### src/core/event_irq_cfg.svh
`ifndef EVENT_IRQ_CFG_SVH
`define EVENT_IRQ_CFG_SVH
// register byte offsets
`define ENABLE_CLEAR_OFS 12'h010
`define ENABLE_SET_OFS   12'h014
`define FLAG_OFS         12'h018
`define PATH_ASYNC_OFS   12'h01c
// field positions
`define OVR_LSB          0
`define EVD_LSB          8
`define NUM_CHANNELS     6
// reset values
`define ENABLE_RESET     6'h00
`define FLAG_RESET       6'h00
`define PATH_RESET       6'h00
`endif

### src/core/event_irq_pkg.sv
package event_irq_pkg;
  typedef logic [5:0]  chan_vec_t;
  typedef logic [31:0] word_t;
  typedef enum logic [1:0] {HTRANS_IDLE, HTRANS_BUSY, HTRANS_NONSEQ,
                            HTRANS_SEQ} htrans_t;
endpackage : event_irq_pkg

### src/core/event_channel_irq_logic.sv
// Chosen here: the AHB-Lite register port.
`timescale 1ns/1ps
`include "event_irq_cfg.svh"
// Behaviour
// - writing one to an event enable bit via the set register sets it
// - writing one to an overrun enable bit via the set register sets it
// - set and clear registers read back the same shared enable bits
// - writing one via the clear register clears that enable; zero is ignored
// - event flag set one cycle after a channel event; requests irq if enabled
// - event flag never set on a channel with an asynchronous path
// - writing one to an event flag clears it; zero leaves it
// - overrun flag set next cycle after overrun; requests irq if enabled
// - overrun flag never set on a channel with an asynchronous path
// - writing one to an overrun flag clears it; zero leaves it
// - unused bits read zero; software writes zeros there
module event_channel_irq_logic
  import event_irq_pkg::*;
(
  input  wire logic        hclk,
  input  wire logic        hresetn,
  input  wire logic        hsel,
  input  wire logic [11:0] haddr,
  input  wire logic [1:0]  htrans,
  input  wire logic        hwrite,
  input  wire logic [2:0]  hsize,
  input  wire logic        hready,
  input  wire logic [31:0] hwdata,
  output logic      [31:0] hrdata,
  output logic             hreadyout,
  output logic             hresp,
  input  wire logic [5:0]  channel_event_seen,
  input  wire logic [5:0]  channel_overrun,
  output logic             irq
);

  // ****************************************************************
  // address phase capture
  // ****************************************************************
  logic        wr_pend_reg;
  logic [11:0] addr_reg;
  wire         access_valid;
  wire         rd_now;

  // only NONSEQ/SEQ count; IDLE and BUSY are ignored
  assign access_valid = hsel & hready & htrans[1];
  assign rd_now       = access_valid & ~hwrite;

  // address held for the write data phase
  always_ff @(posedge hclk or negedge hresetn) begin
    if (!hresetn) begin
      wr_pend_reg <= 1'b0;
      addr_reg    <= 12'h000;
    end else begin
      wr_pend_reg <= access_valid & hwrite;
      addr_reg    <= haddr;
    end
  end

  // ****************************************************************
  // write decode
  // ****************************************************************
  wire       wr_set;
  wire       wr_clr;
  wire       wr_flag;
  wire       wr_path;
  chan_vec_t wd_evd;
  chan_vec_t wd_ovr;

  assign wr_set  = wr_pend_reg & (addr_reg == `ENABLE_SET_OFS);
  assign wr_clr  = wr_pend_reg & (addr_reg == `ENABLE_CLEAR_OFS);
  assign wr_flag = wr_pend_reg & (addr_reg == `FLAG_OFS);
  assign wr_path = wr_pend_reg & (addr_reg == `PATH_ASYNC_OFS);
  // bits 31:14 and 7:6 of write data are simply dropped
  assign wd_evd  = hwdata[`EVD_LSB +: `NUM_CHANNELS];
  assign wd_ovr  = hwdata[`OVR_LSB +: `NUM_CHANNELS];

  // ****************************************************************
  // enables, flags and path configuration
  // ****************************************************************
  chan_vec_t en_evd_reg;
  chan_vec_t en_ovr_reg;
  chan_vec_t flag_evd_reg;
  chan_vec_t flag_ovr_reg;
  chan_vec_t path_async_reg;
  chan_vec_t set_evd;
  chan_vec_t set_ovr;
  chan_vec_t en_evd_next;
  chan_vec_t en_ovr_next;
  chan_vec_t flag_evd_next;
  chan_vec_t flag_ovr_next;
  chan_vec_t path_async_next;

  // path config rewritten only by its own address, held otherwise
  assign path_async_next = wr_path ? wd_ovr : path_async_reg;

  genvar ch;
  generate
    for (ch = 0; ch < `NUM_CHANNELS; ch = ch + 1) begin : g_chan
      // async paths bypass the clocked logic, so no flag
      assign set_evd[ch] = channel_event_seen[ch] & ~path_async_reg[ch];
      assign set_ovr[ch] = channel_overrun[ch] & ~path_async_reg[ch];
      // one-written set, one-written clear; set wins if both
      assign en_evd_next[ch] = (wr_set & wd_evd[ch]) |
                               (en_evd_reg[ch] & ~(wr_clr & wd_evd[ch]));
      assign en_ovr_next[ch] = (wr_set & wd_ovr[ch]) |
                               (en_ovr_reg[ch] & ~(wr_clr & wd_ovr[ch]));
      // hardware set beats one-to-clear
      assign flag_evd_next[ch] = set_evd[ch] |
                                 (flag_evd_reg[ch] & ~(wr_flag & wd_evd[ch]));
      assign flag_ovr_next[ch] = set_ovr[ch] |
                                 (flag_ovr_reg[ch] & ~(wr_flag & wd_ovr[ch]));
    end
  endgenerate

  // state registers; one shared enable store behind both addresses
  always_ff @(posedge hclk or negedge hresetn) begin
    if (!hresetn) begin
      en_evd_reg     <= `ENABLE_RESET;
      en_ovr_reg     <= `ENABLE_RESET;
      flag_evd_reg   <= `FLAG_RESET;
      flag_ovr_reg   <= `FLAG_RESET;
      path_async_reg <= `PATH_RESET;
    end else begin
      en_evd_reg     <= en_evd_next;
      en_ovr_reg     <= en_ovr_next;
      flag_evd_reg   <= flag_evd_next;
      flag_ovr_reg   <= flag_ovr_next;
      path_async_reg <= path_async_next;
    end
  end

  // ****************************************************************
  // read mux and interrupt
  // ****************************************************************
  word_t rd_word;
  word_t enable_word;
  word_t flag_word;
  word_t path_word;
  wire   irq_next;

  // unused positions tie to zero
  assign enable_word = {18'h00000, en_evd_reg, 2'h0, en_ovr_reg};
  assign flag_word   = {18'h00000, flag_evd_reg, 2'h0, flag_ovr_reg};
  assign path_word   = {26'h0000000, path_async_reg};
  // unmapped addresses read zero with OKAY
  assign rd_word = (haddr == `ENABLE_SET_OFS)   ? enable_word :
                   (haddr == `ENABLE_CLEAR_OFS) ? enable_word :
                   (haddr == `FLAG_OFS)         ? flag_word   :
                   (haddr == `PATH_ASYNC_OFS)   ? path_word   :
                   32'h00000000;
  // registered so irq comes straight from a flop
  assign irq_next = |((flag_evd_next & en_evd_next) |
                      (flag_ovr_next & en_ovr_next));

  // read data registered for the data phase; zero-wait, always OKAY
  always_ff @(posedge hclk or negedge hresetn) begin
    if (!hresetn) begin
      hrdata    <= 32'h00000000;
      hreadyout <= 1'b1;
      hresp     <= 1'b0;
      irq       <= 1'b0;
    end else begin
      hrdata    <= rd_now ? rd_word : 32'h00000000;
      hreadyout <= 1'b1;
      hresp     <= 1'b0;
      irq       <= irq_next;
    end
  end

endmodule : event_channel_irq_logic

### config.mk
export PLATFORM = sky130hd
export DESIGN_NAME = event_channel_irq_logic
export DESIGN_NICKNAME = d
export VERILOG_FILES = /design/src/core/event_irq_pkg.sv /design/src/core/event_channel_irq_logic.sv
export VERILOG_INCLUDE_DIRS = /design/src /design/src/core
export SDC_FILE = /design/constraint.sdc
export NUM_CORES = 1
export LEC_CHECK = 0
export BUFFER_PORTS_ARGS = -buffer_cell sky130_fd_sc_hd__buf_2
export CAP_MARGIN = 20
export CORE_UTILIZATION = 48
export CTS_BUF_LIST = sky130_fd_sc_hd__clkbuf_2
export DETAILED_ROUTE_END_ITERATION = 7
export PLACE_DENSITY = 0.88
export SYNTH_ARGS = -nofsm -noshare
export SYNTH_HDL_FRONTEND = slang
export SYNTH_SLANG_ARGS = --single-unit
### constraint.sdc
create_clock -name hclk -period 3.3 [get_ports hclk]
set_clock_uncertainty 0.1 [all_clocks]
set_input_delay 0.33 -clock hclk [delete_from_list [all_inputs] [get_ports hclk]]
set_output_delay 0.33 -clock hclk [all_outputs]
set_load 0.01 [all_outputs]
==> run_summary.xml <==
<?xml version="1.0" encoding="UTF-8"?>
<metrics>
  <group name="run_status">
    <metric name="run_status" unit="">finished, final reports clean</metric>
  </group>
  <group name="cells_and_area">
    <metric name="nFillCells" unit="">426</metric>
    <metric name="layout.cells.non_filler" unit="">370</metric>
    <metric name="final_layout_size_suffix_gt1_frac" unit="">0.247</metric>
    <metric name="design.final.nets" unit="">365</metric>
    <metric name="antenna_cells" unit="">0</metric>
    <metric name="area_delta_synth_final" unit="%">19.0</metric>
    <metric name="postLayoutCellArea" unit="sq um">3080</metric>
  </group>
  <group name="clock_network">
    <metric name="tritoncts" unit="">yes</metric>
    <metric name="clock_tree.root_cell" unit="">sky130_fd_sc_hd__clkbuf_2</metric>
    <metric name="numClockSinks" unit="">56</metric>
    <metric name="postCtsSetupBuffers" unit="">0</metric>
    <metric name="cts_buffers" unit="">5</metric>
    <metric name="cts_hold_repair.buffers" unit="">14</metric>
    <metric name="register_clock_pin_slew_on_the_reported_worst_setup_and_hold_paths" unit="ns">0.26</metric>
    <metric name="clkLatencyLatePin" unit="ns">0.43</metric>
    <metric name="htree_levels" unit="">2</metric>
    <metric name="cts-root-to-sink-buffers" unit="">2</metric>
    <metric name="cts_repair_resize_count" unit="">0</metric>
  </group>
  <group name="worst_setup_path">
    <metric name="cp-start-kind" unit="">flop</metric>
    <metric name="critical_path.reg2reg.endpoint" unit="">irq</metric>
    <metric name="worst_path_dominant_cell_family" unit="">simple AND/OR/NAND/NOR gates</metric>
    <metric name="worst_ep_required_time" unit="ns">3.54</metric>
    <metric name="worst_path_most_repeated_cell" unit="">sky130_fd_sc_hd__nand4_1</metric>
    <metric name="r2r.worst_path.cells" unit="">6</metric>
    <metric name="critPathLaunch" unit="">addr_reg[1]</metric>
    <metric name="critical_path_peak_fanout" unit="">9</metric>
    <metric name="crit-reg2reg-launch" unit="">addr_reg[1]</metric>
    <metric name="cp-end-kind" unit="">flop</metric>
    <metric name="reg2reg_slack" unit="ns">1.03</metric>
    <metric name="worst_path_max_delay_cell" unit="">sky130_fd_sc_hd__nor4b_4</metric>
    <metric name="number_of_buffer_and_inverter_stages_on_the_critical_path" unit="">0</metric>
    <metric name="crit_path_cell_trace" unit="">nor4b_4 &gt; nand4_1 &gt; mux2_1 &gt; a22oi_1 &gt; and4_1 &gt; nand4_1</metric>
    <metric name="cp_slowest_stage_delay" unit="ns">0.56</metric>
    <metric name="worst_ep_arrival_time" unit="ns">2.51</metric>
    <metric name="crit_type" unit="">reg -&gt; reg</metric>
  </group>
  <group name="routing">
    <metric name="met1Wirelength" unit="um">2130</metric>
    <metric name="drt-vias-per-instance" unit="">5.21</metric>
    <metric name="post_drt_wl_per_cell" unit="um">14.8</metric>
    <metric name="finalWirelength" unit="um">5480</metric>
    <metric name="vias" unit="">1926</metric>
    <metric name="detailedRoute.firstPassIterationCount" unit="">4</metric>
    <metric name="drt.antenna.violating_nets" unit="">0</metric>
    <metric name="highest_layer" unit="">met4</metric>
    <metric name="drt_first_iter_violations" unit="">171</metric>
    <metric name="detailed_route_wirelength_on_metal3" unit="um">378</metric>
    <metric name="met2_wirelength" unit="um">2880</metric>
    <metric name="route.detailed.drc" unit="">0</metric>
  </group>
  <group name="timing">
    <metric name="report.final.hold_viol_count" unit="">0</metric>
    <metric name="timing_worst_slew_pin_value" unit="ns">0.872</metric>
    <metric name="fin_crit" unit="ns">2.27</metric>
    <metric name="unrepaired_setup_endpoints_after_global_routing" unit="">no</metric>
    <metric name="totalNegativeSetupSlack" unit="ns">0</metric>
    <metric name="slew_headroom" unit="">0.419</metric>
    <metric name="worst_slack" unit="ns">1.03</metric>
    <metric name="timing.final.crit_share" unit="">0.687</metric>
    <metric name="final-setup-viol-count" unit="">0</metric>
    <metric name="report.final.slew_viol_count" unit="">0</metric>
    <metric name="max_clock_freq" unit="GHz">0.441</metric>
  </group>
  <group name="synthesis">
    <metric name="synthCells" unit="">226</metric>
    <metric name="synth_top_family_by_area" unit="">simple AND/OR/NAND/NOR gates</metric>
    <metric name="post_synth_xor_area_fraction" unit="">0</metric>
    <metric name="synth_compound_gate_area_share" unit="">0.0851</metric>
    <metric name="yosysUniqueCellTypes" unit="">29</metric>
    <metric name="netlist_area" unit="sq um">2590</metric>
    <metric name="yosys-mux-area-fraction" unit="">0.101</metric>
    <metric name="synthSimpleGateAreaFrac" unit="">0.172</metric>
    <metric name="adder_cell_area_share_of_the_yosys_netlist" unit="">0</metric>
    <metric name="ys_seq_elements" unit="">56</metric>
    <metric name="synth-warning-count" unit="">0</metric>
    <metric name="ys_seq_area_frac" unit="">0.542</metric>
    <metric name="syn_avg_cell_area" unit="sq um">11.4</metric>
  </group>
  <group name="die">
    <metric name="die_height" unit="um">75.4</metric>
    <metric name="io-pin-count" unit="">101</metric>
    <metric name="initial_core_util" unit="">0.503</metric>
    <metric name="fp.coreArea" unit="sq um">5140</metric>
    <metric name="die_x" unit="um">75.4</metric>
    <metric name="floorplan.rows" unit="">26</metric>
    <metric name="die-area" unit="sq um">5690</metric>
  </group>
  <group name="grt">
    <metric name="grt_start_max_net_pins" unit="">40</metric>
    <metric name="first_global_vias" unit="">1830</metric>
    <metric name="grt_pass1_wl" unit="um">8540</metric>
    <metric name="grt_antenna_before_repair" unit="">0</metric>
    <metric name="groute.usage.overall" unit="">0.209</metric>
    <metric name="grt.overflow.total" unit="">0</metric>
  </group>
  <group name="placement">
    <metric name="place_ws" unit="ns">1.07</metric>
    <metric name="half_perimeter_wire_length_of_the_detailed_placement_result" unit="um">3740</metric>
    <metric name="post_dp_cell_area" unit="sq um">2840</metric>
    <metric name="place.port_buffers" unit="">54</metric>
    <metric name="routabilityCongestion" unit="">0.823</metric>
    <metric name="placedCellCount" unit="">343</metric>
  </group>
  <group name="power_and_ir_drop">
    <metric name="p_per_cell_area" unit="nW/um^2">350</metric>
    <metric name="vdd_ir_drop_max" unit="V">0.000243</metric>
    <metric name="power.static_leakage" unit="nW">1.52</metric>
  </group>
  <group name="min_path">
    <metric name="hold_start" unit="">hwdata[2]</metric>
    <metric name="min_path_type" unit="">in -&gt; reg</metric>
    <metric name="holdPathStages" unit="">2</metric>
    <metric name="worst_hold_path.endpoint" unit="">path_async_reg[2]</metric>
  </group>
  <group name="flow_run">
    <metric name="number_of_maximum_capacitance_violations" unit="">0</metric>
  </group>
</metrics>
area by class of cell:
class                      instances  area [sq um]  share of cell area
clock inverter                     3          18.8             0.00610
inverter                          12          45.0              0.0146
multi-input combinational        147          1010               0.328
tap                               70          87.6              0.0285
timing repair buffer              77           490               0.159
clock buffer                       5          25.0             0.00813
sequential                        56          1400               0.455
worst reg2reg max path, delay by kind of cell, from the launching register on:
kind / cells / cell delay, ns
AOI/OAI and AO/OA: 1 / 0.17
DFF: 1 / 0.47
muxes: 1 / 0.36
and+or+nand+nor: 4 / 1.09
worst max-delay path by stage:
stage / to / slack (ns) / depth (start not counted)
floorplan: irq / 1.32 / 7
global placement: irq / 1.11 / 6
detailed placement: irq / 1.07 / 6
CTS: irq / 1.02 / 6
global route: irq / 0.81 / 6
finish: irq / 1.03 / 6
layer usage:
layer / track usage / vias up
li1: - / 897
met1: 0.259 / 930
met5: 0 / -
met2: 0.358 / 90
met3: 0.0384 / 9
met4: 0.0926 / 0
cells by family (layout without fill, tap and decap cells):
family                 count (synthesis)  after routing
and+or+nand+nor                       72             72
DFF                                   56             56
muxes                                 24             24
other                                  2             22
buffers and inverters                 43             97
AOI/OAI and AO/OA                     29             29
synth_stat cells:
| cell type | n | area (sq um) |
|---|---|---|
| sky130_fd_sc_hd__conb_1 | 2 | 7.51 |
| sky130_fd_sc_hd__nor4b_4 | 2 | 47.6 |
| sky130_fd_sc_hd__a2bb2oi_1 | 1 | 8.76 |
| sky130_fd_sc_hd__nor4bb_1 | 1 | 10.0 |
| sky130_fd_sc_hd__nor4_1 | 2 | 12.5 |
| sky130_fd_sc_hd__buf_4 | 24 | 180 |
| sky130_fd_sc_hd__nand4_1 | 18 | 113 |
| sky130_fd_sc_hd__mux2_2 | 4 | 45.0 |
| sky130_fd_sc_hd__and3_1 | 1 | 6.26 |
| sky130_fd_sc_hd__a22o_1 | 8 | 70.1 |
| sky130_fd_sc_hd__and4_1 | 1 | 8.76 |
| sky130_fd_sc_hd__and4b_1 | 1 | 10.0 |
| sky130_fd_sc_hd__mux2_1 | 12 | 135 |
| sky130_fd_sc_hd__dfrtp_1 | 56 | 1400 |
| sky130_fd_sc_hd__nor4_4 | 1 | 21.3 |
| sky130_fd_sc_hd__nor2_1 | 13 | 48.8 |
| sky130_fd_sc_hd__nand2_1 | 13 | 48.8 |
| sky130_fd_sc_hd__nor4b_1 | 1 | 8.76 |
| sky130_fd_sc_hd__o22a_1 | 1 | 8.76 |
| sky130_fd_sc_hd__a22oi_1 | 5 | 37.5 |
| sky130_fd_sc_hd__a21oi_1 | 6 | 30.0 |
| sky130_fd_sc_hd__nand2b_1 | 1 | 6.26 |
| sky130_fd_sc_hd__a211oi_1 | 6 | 45.0 |
| sky130_fd_sc_hd__inv_1 | 12 | 45.0 |
| sky130_fd_sc_hd__clkbuf_1 | 7 | 26.3 |
| sky130_fd_sc_hd__nor2b_1 | 15 | 93.8 |
| sky130_fd_sc_hd__mux2i_1 | 8 | 80.1 |
| sky130_fd_sc_hd__a21bo_2 | 2 | 20.0 |
| sky130_fd_sc_hd__nand3_1 | 2 | 10.0 |
cell usage in the layout, fill, tap and decap left out, types with 5 or more instances in the layout:
cell,n
sky130_fd_sc_hd__nand2_1,13
sky130_fd_sc_hd__a22oi_1,5
sky130_fd_sc_hd__dlygate4sd3_1,19
sky130_fd_sc_hd__dfrtp_1,56
sky130_fd_sc_hd__nand4_1,18
sky130_fd_sc_hd__mux2i_1,8
sky130_fd_sc_hd__a211oi_1,6
sky130_fd_sc_hd__mux2_1,12
sky130_fd_sc_hd__nor2b_1,15
sky130_fd_sc_hd__a22o_1,8
sky130_fd_sc_hd__clkbuf_2,5
sky130_fd_sc_hd__conb_1,22
sky130_fd_sc_hd__buf_2,54
sky130_fd_sc_hd__inv_1,12
sky130_fd_sc_hd__a21oi_1,6
sky130_fd_sc_hd__nor2_1,13
report_power, final:
part           internal [mW]  total, mW  switching [mW]
logic                 0.0485      0.109          0.0610
registers              0.700      0.712          0.0127
clock network         0.0489      0.254           0.205
total                  0.797       1.08           0.279
stage by stage:
step	hold WS (ns)	utilization	power [mW]
after floorplan	-0.0656	-	0.782
after global placement	0.351	0.553	0.813
after detailed placement	0.353	0.553	0.816
after CTS	0.00399	0.589	1.08
after global routing	0.00286	0.599	1.12
final	0.0285	0.599	1.08
No activity file was read; power rests on OpenSTA's default activity.
